## src/rtl/fsp_pkg.sv

```systemverilog
package fsp_pkg;
   // Array geometry
   localparam int          ADDR_W        = 21;
   localparam logic [21:0] ARRAY_BYTES   = 22'h20_0000;
   localparam logic [21:0] BLOCK_BYTES   = 22'h01_0000;
   localparam logic [21:0] SECTOR_BYTES  = 22'h00_1000;
   localparam logic [21:0] SEC_MAX_BYTES = 22'h00_8000;
   localparam logic [20:0] PAGE_MASK     = 21'h00_00FF;
   localparam logic [20:0] SE_MASK       = 21'h00_0FFF;
   localparam logic [20:0] BE32_MASK     = 21'h00_7FFF;
   localparam logic [20:0] BE64_MASK     = 21'h00_FFFF;
   localparam logic [20:0] TOP_ADDR      = 21'h1F_FFFF;

   // Opcodes
   localparam logic [7:0] OP_WREN  = 8'h06;
   localparam logic [7:0] OP_WRDI  = 8'h04;
   localparam logic [7:0] OP_RDSR1 = 8'h05;
   localparam logic [7:0] OP_RDSR2 = 8'h35;
   localparam logic [7:0] OP_WRSR  = 8'h01;
   localparam logic [7:0] OP_PP    = 8'h02;
   localparam logic [7:0] OP_QPP   = 8'h32;
   localparam logic [7:0] OP_SE    = 8'h20;
   localparam logic [7:0] OP_BE32  = 8'h52;
   localparam logic [7:0] OP_BE64  = 8'hD8;
   localparam logic [7:0] OP_CE1   = 8'hC7;
   localparam logic [7:0] OP_CE2   = 8'h60;
   localparam logic [7:0] OP_SUSP  = 8'h75;
   localparam logic [7:0] OP_RESM  = 8'h7A;

   // Frame bit and byte counts
   localparam logic [2:0] LAST_BIT  = 3'h7;
   localparam logic [2:0] BYTES_OP  = 3'h1;
   localparam logic [2:0] BYTES_SR1 = 3'h2;
   localparam logic [2:0] BYTES_SR2 = 3'h3;
   localparam logic [2:0] BYTES_ADR = 3'h4;
   localparam logic [2:0] BYTES_PGM = 3'h5;
   localparam logic [2:0] BYTES_SAT = 3'h7;

   // Status lock modes
   localparam logic [1:0] LOCK_SW  = 2'h0;
   localparam logic [1:0] LOCK_HW  = 2'h1;
   localparam logic [1:0] LOCK_PWR = 2'h2;

   // Status bit positions
   localparam int SB_BUSY    = 0;
   localparam int SB_WEL     = 1;
   localparam int SB_LVL     = 2;
   localparam int SB_TB      = 5;
   localparam int SB_SEC     = 6;
   localparam int SB_LOCK_LO = 7;
   localparam int SB_LOCK_HI = 8;
   localparam int SB_QE      = 9;
   localparam int SB_SUS     = 15;

   // Pin synchroniser layout
   localparam int NPIN   = 4;
   localparam int PIN_CK = 3;
   localparam int PIN_CS = 2;
   localparam int PIN_DI = 1;
   localparam int PIN_WP = 0;

   typedef enum logic [1:0] {ST_IDLE, ST_SHIFT, ST_READOUT} fsp_frame_e;
endpackage

```

## src/rtl/fsp_prot_if.sv

```systemverilog
`timescale 1ns/1ps
interface fsp_prot_if;
   logic [2:0]  level;
   logic        tb;
   logic        sec;
   logic        none;
   logic [20:0] lo;
   logic [20:0] hi;
   modport dec  (input level, tb, sec, output none, lo, hi);
   modport user (output level, tb, sec, input none, lo, hi);
endinterface

```

## src/rtl/fsp_prot_dec.sv

```systemverilog
`timescale 1ns/1ps
module fsp_prot_dec
   import fsp_pkg::*;
(
   fsp_prot_if.dec pif
);
   logic [21:0] size_w;
   logic [21:0] lo_w;
   logic [21:0] hi_w;
   logic [2:0]  sh_w;

   // Protected size from level and granularity
   always_comb begin
      sh_w   = pif.level - 3'h1;
      size_w = '0;
      if (pif.level[2:1] == 2'b11) begin
         size_w = ARRAY_BYTES;
      end else if (pif.sec) begin
         if (pif.level[2]) begin
            size_w = SEC_MAX_BYTES;
         end else if (pif.level != 3'h0) begin
            size_w = SECTOR_BYTES << sh_w;
         end
      end else if (pif.level != 3'h0) begin
         size_w = BLOCK_BYTES << sh_w;
      end
   end

   // Region placed at top or bottom end
   always_comb begin
      lo_w = pif.tb ? '0 : ARRAY_BYTES - size_w;
      hi_w = pif.tb ? size_w - 22'h1 : ARRAY_BYTES - 22'h1;
   end

   assign pif.none = (pif.level == 3'h0);
   assign pif.lo   = lo_w[ADDR_W-1:0];
   assign pif.hi   = hi_w[ADDR_W-1:0];
endmodule

```

## src/rtl/fsp_flash_wp.sv

```systemverilog
`timescale 1ns/1ps
module fsp_flash_wp
   import fsp_pkg::*;
(
   input  wire logic        clk_i,
   input  wire logic        resetn_i,
   input  wire logic        spi_clk_i,
   input  wire logic        cs_n_i,
   input  wire logic        serial_in_pin_i,
   input  wire logic        quad_lane_two_i,
   input  wire logic        arr_done_i,
   input  wire logic [15:0] nv_image_i,
   output logic             serial_out_o,
   output logic             serial_out_oe_n_o,
   output logic             arr_req_o,
   output logic [7:0]       arr_cmd_o,
   output logic [20:0]      arr_addr_o,
   output logic [15:0]      status_o,
   output logic             quad_lane_enable_o
);
   fsp_prot_if pif ();

   logic [NPIN-1:0] pin_raw, meta_ff, sync_ff;
   logic            sclk_d_ff, cs_d_ff;
   fsp_frame_e      state_ff;
   logic [2:0]      bit_ff, byte_ff;
   logic [7:0]      shin_ff, opc_ff, shout_ff, nxt_byte;
   logic [23:0]     addr_ff;
   logic [15:0]     wdat_ff;
   logic [2:0]      lvl_ff;
   logic [1:0]      lock_ff;
   logic            init_ff, tb_ff, sec_ff, qe_ff, sus_ff;
   logic            wel_ff, busy_ff, erasing_ff;
   logic [15:0]     stat_w;
   logic            sclk_rise, sclk_fall, cs_fall, cs_rise, fr_end;
   logic            is_pgm, is_ers, is_ce, hits, wp_high;
   logic            lock_ok, pe_ok, sr_ok, sus_go, res_go;
   logic [20:0]     op_lo, op_hi;

   // Two-flop synchronisers for all pins
   assign pin_raw = {spi_clk_i, cs_n_i, serial_in_pin_i, quad_lane_two_i};
   for (genvar g = 0; g < NPIN; g++) begin : g_sync
      always_ff @(posedge clk_i or negedge resetn_i) begin
         if (!resetn_i) begin
            meta_ff[g] <= 1'b1;
            sync_ff[g] <= 1'b1;
         end else begin
            meta_ff[g] <= pin_raw[g];
            sync_ff[g] <= meta_ff[g];
         end
      end
   end

   // Edge history of clock and select
   always_ff @(posedge clk_i or negedge resetn_i) begin
      if (!resetn_i) begin
         sclk_d_ff <= 1'b1;
         cs_d_ff   <= 1'b1;
      end else begin
         sclk_d_ff <= sync_ff[PIN_CK];
         cs_d_ff   <= sync_ff[PIN_CS];
      end
   end

   assign sclk_rise = sync_ff[PIN_CK] & ~sclk_d_ff & ~sync_ff[PIN_CS];
   assign sclk_fall = ~sync_ff[PIN_CK] & sclk_d_ff & ~sync_ff[PIN_CS];
   assign cs_fall   = ~sync_ff[PIN_CS] & cs_d_ff;
   assign cs_rise   = sync_ff[PIN_CS] & ~cs_d_ff;
   assign nxt_byte  = {shin_ff[6:0], sync_ff[PIN_DI]};

   // Frame sequencer
   always_ff @(posedge clk_i or negedge resetn_i) begin
      if (!resetn_i) begin
         state_ff <= ST_IDLE;
      end else if (cs_rise) begin
         state_ff <= ST_IDLE;
      end else if (cs_fall) begin
         state_ff <= ST_SHIFT;
      end else if (state_ff == ST_SHIFT && sclk_rise && bit_ff == LAST_BIT
                   && byte_ff == 3'h0
                   && (nxt_byte == OP_RDSR1 || nxt_byte == OP_RDSR2)) begin
         state_ff <= ST_READOUT;
      end
   end

   // Bit and byte counting, byte capture
   always_ff @(posedge clk_i or negedge resetn_i) begin
      if (!resetn_i) begin
         bit_ff  <= '0;
         byte_ff <= '0;
         shin_ff <= '0;
         opc_ff  <= '0;
         addr_ff <= '0;
         wdat_ff <= '0;
      end else if (cs_fall) begin
         bit_ff  <= '0;
         byte_ff <= '0;
      end else if (state_ff != ST_IDLE && sclk_rise) begin
         bit_ff  <= bit_ff + 3'h1;
         shin_ff <= nxt_byte;
         if (bit_ff == LAST_BIT) begin
            if (byte_ff != BYTES_SAT) begin
               byte_ff <= byte_ff + 3'h1;
            end
            unique case (byte_ff)
               3'h0: opc_ff <= nxt_byte;
               3'h1: begin
                  addr_ff[23:16] <= nxt_byte;
                  wdat_ff[7:0]   <= nxt_byte;
               end
               3'h2: begin
                  addr_ff[15:8] <= nxt_byte;
                  wdat_ff[15:8] <= nxt_byte;
               end
               3'h3: addr_ff[7:0] <= nxt_byte;
               default: ;
            endcase
         end
      end
   end

   // Status read shifter, driven after falling clock edges
   always_ff @(posedge clk_i or negedge resetn_i) begin
      if (!resetn_i) begin
         shout_ff          <= '0;
         serial_out_o      <= 1'b0;
         serial_out_oe_n_o <= 1'b1;
      end else begin
         serial_out_oe_n_o <= (state_ff != ST_READOUT);
         if (state_ff == ST_SHIFT && sclk_rise && bit_ff == LAST_BIT) begin
            shout_ff <= (nxt_byte == OP_RDSR2) ? stat_w[15:8] : stat_w[7:0];
         end else if (state_ff == ST_READOUT && sclk_fall) begin
            serial_out_o <= shout_ff[7];
            shout_ff     <= {shout_ff[6:0], shout_ff[7]};
         end
      end
   end

   // Operation decode and protection check
   assign is_pgm = (opc_ff == OP_PP) || (opc_ff == OP_QPP);
   assign is_ers = (opc_ff == OP_SE) || (opc_ff == OP_BE32) || (opc_ff == OP_BE64);
   assign is_ce  = (opc_ff == OP_CE1) || (opc_ff == OP_CE2);
   assign fr_end = cs_rise && state_ff == ST_SHIFT
                   && bit_ff == 3'h0 && byte_ff != 3'h0;

   always_comb begin
      op_lo = addr_ff[ADDR_W-1:0] & ~PAGE_MASK;
      op_hi = addr_ff[ADDR_W-1:0] | PAGE_MASK;
      unique case (opc_ff)
         OP_SE: begin
            op_lo = addr_ff[ADDR_W-1:0] & ~SE_MASK;
            op_hi = addr_ff[ADDR_W-1:0] | SE_MASK;
         end
         OP_BE32: begin
            op_lo = addr_ff[ADDR_W-1:0] & ~BE32_MASK;
            op_hi = addr_ff[ADDR_W-1:0] | BE32_MASK;
         end
         OP_BE64: begin
            op_lo = addr_ff[ADDR_W-1:0] & ~BE64_MASK;
            op_hi = addr_ff[ADDR_W-1:0] | BE64_MASK;
         end
         OP_CE1, OP_CE2: begin
            op_lo = '0;
            op_hi = TOP_ADDR;
         end
         default: ;
      endcase
   end

   assign pif.level = lvl_ff;
   assign pif.tb    = tb_ff;
   assign pif.sec   = sec_ff;
   fsp_prot_dec u_dec (
      .pif (pif.dec)
   );

   assign hits    = !pif.none && op_lo <= pif.hi && op_hi >= pif.lo;
   // Quad mode turns the protect pin into a data lane
   assign wp_high = qe_ff | sync_ff[PIN_WP];
   assign lock_ok = (lock_ff == LOCK_SW)
                    || (lock_ff == LOCK_HW && wp_high);
   assign pe_ok   = fr_end && wel_ff && !busy_ff && !hits
                    && ((is_pgm && byte_ff >= BYTES_PGM)
                        || (is_ers && byte_ff == BYTES_ADR)
                        || (is_ce && byte_ff == BYTES_OP));
   assign sr_ok   = fr_end && wel_ff && !busy_ff && lock_ok
                    && opc_ff == OP_WRSR
                    && (byte_ff == BYTES_SR1 || byte_ff == BYTES_SR2);
   assign sus_go  = fr_end && opc_ff == OP_SUSP && byte_ff == BYTES_OP
                    && busy_ff && erasing_ff;
   assign res_go  = fr_end && opc_ff == OP_RESM && byte_ff == BYTES_OP
                    && sus_ff && !busy_ff;

   // Non-volatile fields: image load after reset, then status writes
   always_ff @(posedge clk_i or negedge resetn_i) begin
      if (!resetn_i) begin
         init_ff <= 1'b0;
         lvl_ff  <= '0;
         tb_ff   <= 1'b0;
         sec_ff  <= 1'b0;
         lock_ff <= LOCK_SW;
         qe_ff   <= 1'b0;
      end else if (!init_ff) begin
         init_ff <= 1'b1;
         lvl_ff  <= nv_image_i[SB_LVL +: 3];
         tb_ff   <= nv_image_i[SB_TB];
         sec_ff  <= nv_image_i[SB_SEC];
         qe_ff   <= nv_image_i[SB_QE];
         lock_ff <= ({nv_image_i[SB_LOCK_HI], nv_image_i[SB_LOCK_LO]} == LOCK_PWR)
                    ? LOCK_SW
                    : {nv_image_i[SB_LOCK_HI], nv_image_i[SB_LOCK_LO]};
      end else if (sr_ok) begin
         lvl_ff  <= wdat_ff[SB_LVL +: 3];
         tb_ff   <= wdat_ff[SB_TB];
         sec_ff  <= wdat_ff[SB_SEC];
         lock_ff[0] <= wdat_ff[SB_LOCK_LO];
         if (byte_ff == BYTES_SR2) begin
            lock_ff[1] <= wdat_ff[SB_LOCK_HI];
            qe_ff      <= wdat_ff[SB_QE];
         end
      end
   end

   // Write enable latch
   always_ff @(posedge clk_i or negedge resetn_i) begin
      if (!resetn_i) begin
         wel_ff <= 1'b0;
      end else if (fr_end && !busy_ff && opc_ff == OP_WREN && byte_ff == BYTES_OP) begin
         wel_ff <= 1'b1;
      end else if ((fr_end && !busy_ff && opc_ff == OP_WRDI && byte_ff == BYTES_OP)
                   || pe_ok || sr_ok) begin
         wel_ff <= 1'b0;
      end
   end

   // Busy flag, erase tracking and suspend flag
   always_ff @(posedge clk_i or negedge resetn_i) begin
      if (!resetn_i) begin
         busy_ff    <= 1'b0;
         erasing_ff <= 1'b0;
         sus_ff     <= 1'b0;
      end else begin
         if (pe_ok || sr_ok || res_go) begin
            busy_ff <= 1'b1;
         end else if (arr_done_i || sus_go) begin
            busy_ff <= 1'b0;
         end
         if (pe_ok) begin
            erasing_ff <= is_ers | is_ce;
         end
         if (sus_go) begin
            sus_ff <= 1'b1;
         end else if (res_go) begin
            sus_ff <= 1'b0;
         end
      end
   end

   // Array request towards the storage core
   always_ff @(posedge clk_i or negedge resetn_i) begin
      if (!resetn_i) begin
         arr_req_o  <= 1'b0;
         arr_cmd_o  <= '0;
         arr_addr_o <= '0;
      end else begin
         arr_req_o <= pe_ok | sr_ok | sus_go | res_go;
         if (pe_ok || sr_ok || sus_go || res_go) begin
            arr_cmd_o  <= opc_ff;
            arr_addr_o <= op_lo;
         end
      end
   end

   // Live status image
   always_comb begin
      stat_w             = '0;
      stat_w[SB_BUSY]    = busy_ff;
      stat_w[SB_WEL]     = wel_ff;
      stat_w[SB_LVL +: 3] = lvl_ff;
      stat_w[SB_TB]      = tb_ff;
      stat_w[SB_SEC]     = sec_ff;
      stat_w[SB_LOCK_LO] = lock_ff[0];
      stat_w[SB_LOCK_HI] = lock_ff[1];
      stat_w[SB_QE]      = qe_ff;
      stat_w[SB_SUS]     = sus_ff;
   end

   always_ff @(posedge clk_i or negedge resetn_i) begin
      if (!resetn_i) begin
         status_o           <= '0;
         quad_lane_enable_o <= 1'b0;
      end else begin
         status_o           <= stat_w;
         quad_lane_enable_o <= qe_ff;
      end
   end
endmodule

```

## config.mk

```make
export PLATFORM = sky130hd
export DESIGN_NAME = fsp_flash_wp
export DESIGN_NICKNAME = d
export VERILOG_FILES = /design/src/rtl/fsp_pkg.sv /design/src/rtl/fsp_prot_if.sv /design/src/rtl/fsp_prot_dec.sv /design/src/rtl/fsp_flash_wp.sv
export SDC_FILE = /design/constraint.sdc
export NUM_CORES = 1
export LEC_CHECK = 0
export BUFFER_PORTS_ARGS = -buffer_cell sky130_fd_sc_hd__clkbuf_2
export CAP_MARGIN = 20
export CORE_MARGIN = 2
export CORE_UTILIZATION = 45
export CTS_BUF_LIST = sky130_fd_sc_hd__clkbuf_4
export DETAILED_ROUTE_END_ITERATION = 8
export MAX_ROUTING_LAYER = met4
export PLACE_DENSITY = 0.64
export SYNTH_ARGS = -nofsm -noshare
export SYNTH_HDL_FRONTEND = slang
export SYNTH_SLANG_ARGS = --single-unit
```

## constraint.sdc

```tcl
create_clock -name clk_i -period 5.4 [get_ports clk_i]
set_input_delay 1.08 -clock clk_i [delete_from_list [all_inputs] [get_ports clk_i]]
set_output_delay 1.08 -clock clk_i [all_outputs]
set_load 0.02 [all_outputs]
```

==> flow_summary.toml <==
[global_routing]
met2_usage_pct = 31.3
use_met1_pct = 26.0
grt_busiest_layer = "met2"
grt_pass1_vias = 3830
overflow = 0
grt.total_usage_pct = 20.0
antenna_found_initial = 0
grtUsageMet3_pct = 4.27
grt_pass1_wl_mm = 19.9
grt_max_degree = 66

[sta]
skew_ns = 0.0177
max_freq_mhz = 245
final_hold_viol_count = 0
rsz0062_at_grt = "false"
slew_violations = 0
period_share_pct = 75.7
fin_crit_ns = 4.09
setup_viol = 0
slew_headroom_pct = 35.3
setup_ws_ns = 1.31
tightest_slew_ns = 0.967
timing.setup.tns_ns = 0

[die]
io_pins = 72
die_x_um = 115
core_sq_mm = 0.0120
die_height_um = 115
num_rows = 40
dieArea_sq_mm = 0.0132
start_util_pct = 46.1

[clock_network]
cts-hold-fix-buffers = 0
clkTransAtPathRegs_ns = 0.15
cts_buffers = 9
cts_buffer_depth = 2
post_cts_buffers = 0
worstSkewPairLatency_ns = 0.47
cts-resized-gates = 0
htree_levels = 3
tritoncts = "built"
cts.sinks = 105
root_buffer = "clkbuf_4"

[worst_setup_path]
cp.arrival_ns = 4.44
critical_path_buf_inv_count = 0
crit_path_frequent_cell = "nand2_1"
crit_type = "register to register"
cp-end-kind = "register"
crit_family = "simple AND/OR/NAND/NOR gates"
path_cells = "nor4b_1, a22o_1, nand2_1, and2_1, ha_1, a21oi_1, nand2_1, a211o_1, or3_1, o31a_4, mux2_4"
crit_path_max_fanout = 21
crit_required_ns = 5.75
start_kind = "register"
worst_path_largest_cell_delay_ns = 0.57
reg2reg_depth = 11
worst-path-stages = 11
slowest_stage = "dfrtp_1"

[logic_synthesis]
postSynthCellCount = 510
synthDistinctLibCells = 66
yosysSeqAreaShare_pct = 47.7
synth.largest_area_cell = "dfrtp_1"
synth_top_area_share_pct = 42.5
synth_area_leaders = "dfrtp_1 (42%), mux2_2 (6.9%), ha_1 (6.3%), dfstp_2 (5.2%), nand2_1 (3.1%)"
post-synth-top-count-cell = "dfrtp_1"
synth_common_cells = "dfrtp_1 (94), nand2_1 (46), mux2_2 (34)"
synth_ff_type = "dfrtp_1"
ys_seq_elements = 105
synth.avg_cell_area_sq_um = 10.9
async_reset_ff_share_pct = 100
yosysWarnings = 0
syn-cell-area_sq_mm = 0.00554
synth_edf_count = 0

[power_and_ir_drop]
power.total_w = 0.00139
p_per_area_mw_per_mm2 = 234
leakage_nw = 2.95
peakVddDrop_uv = 115

[layout]
multiInputGateArea_sq_mm = 0.00261
final_core_utilization_pct = 49.4
drive_gt1_share_pct = 24.9
num_antenna_cells = 0
nets = 598
stdcell_area_sq_mm = 0.00594
seqCellArea_sq_mm = 0.00264
fillers = 1100
area_growth_pct = 7.25

[detailed_routing]
vias_per_cell = 5.57
wl_per_cell_um = 17.4
wl_mm = 12.2
drt_drc_violations_left = 0
vias = 3885
dr.pass1.iters = 7
ant_nets = 0
drt_iter0_drc = 292

[place]
portBuffers = 50
placed_area_sq_mm = 0.00580
post-place-ws_ns = 1.34
hpwl_mm = 8.97
gp_congestion = 0.937

[worst_hold_path]
min_path_type = "register to register"
min_path_cells = 0

[flow_run]
maxCapViolCount = 0

[run_status]
status = "finished, final reports clean"
## kinds of logic (layout without fill, tap and decap cells)
logic type / count (synthesis) / count (layout) / synth area share, %
xor+xnor: 6 / 6 / 0.949
other cells: 2 / 14 / 0.136
mux: 57 / 57 / 12.0
compound gates: 86 / 86 / 10.8
flops: 105 / 105 / 47.7
simple gates: 160 / 160 / 16.1
fa+ha+maj: 28 / 28 / 6.33
buf+inv: 66 / 95 / 6.06
## path summary, 6_finish.rpt
path                                 start              to  slack, ns
worst max-delay path             opc_ff[5]    arr_cmd_o[0]       1.31
worst min-delay path            meta_ff[3]      sync_ff[3]       0.37
worst max register to register   opc_ff[5]    arr_cmd_o[0]       1.31
worst min register to register  meta_ff[3]      sync_ff[3]       0.37
max in group asynchronous         resetn_i     nxt_byte[0]       3.68
min in group asynchronous         resetn_i  arr_addr_o[18]       0.67
## area by class of cell
type                    instances  area share [%]
flip-flops and latches        105            44.5
repair buffers                 51            4.38
multi-input cells             351            43.9
clock inverters                 5            1.07
clock buffers                  10            1.26
inverters                      29            1.83
well taps                     147            3.10
## layout by cell type, fill, tap and decap left out, drive strengths merged, types with 3 or more instances in the layout
master,n
nor4b,4
mux2i,13
a21oi,18
dfstp,11
nor3b,3
and3,4
o21ai,19
mux2,44
nand2,46
o21a,3
nand4,3
nor2b,6
ha,28
a211oi,4
clkbuf,59
a22o,4
o211ai,8
and2,9
nand3,6
xnor2,4
a222oi,5
nor4,9
nand2b,13
inv,31
nor3,7
a31oi,10
nand3b,4
nand4b,6
dfrtp,94
conb,14
nor2,27
a22oi,3
## registers in the layout, indices dropped and copies added (netlist names), 2 cells and up
name and cells:
meta_ff 4, lvl_ff 3, shin_ff 7, sync_ff 3, addr_ff 8, arr_cmd_o 8
opc_ff 8, bit_ff 3, state_ff 2, shout_ff 8, byte_ff 3, arr_addr_o 13
lock_ff 2, wdat_ff 8, status_o 11
## through the flow
stage | hold slack (ns) | cells
2_1_floorplan | 0.345 | 522
4_1_cts | 0.368 | 698
3_3_place_gp | 0.345 | 683
3_5_place_dp | 0.347 | 683
5_1_grt | 0.376 | 698
6_report | 0.367 | 698
## power by group
group          total, W  leakage, nW  internal, W  switching (W)
Combinational  0.000131         1.49    0.0000486      0.0000824
Sequential     0.000848         1.38     0.000812      0.0000366
Clock          0.000412       0.0788     0.000149       0.000262
Total           0.00139         2.95      0.00101       0.000381
## layer usage
| layer | part of all wire, % | wire [um] |
|---|---|---|
| met5 | 0 | 0 |
| met3 | 4.9 | 591 |
| met2 | 48 | 5800 |
| met1 | 45 | 5480 |
| met4 | 2.4 | 291 |
Note: power is estimated with default switching activity, not from simulation.
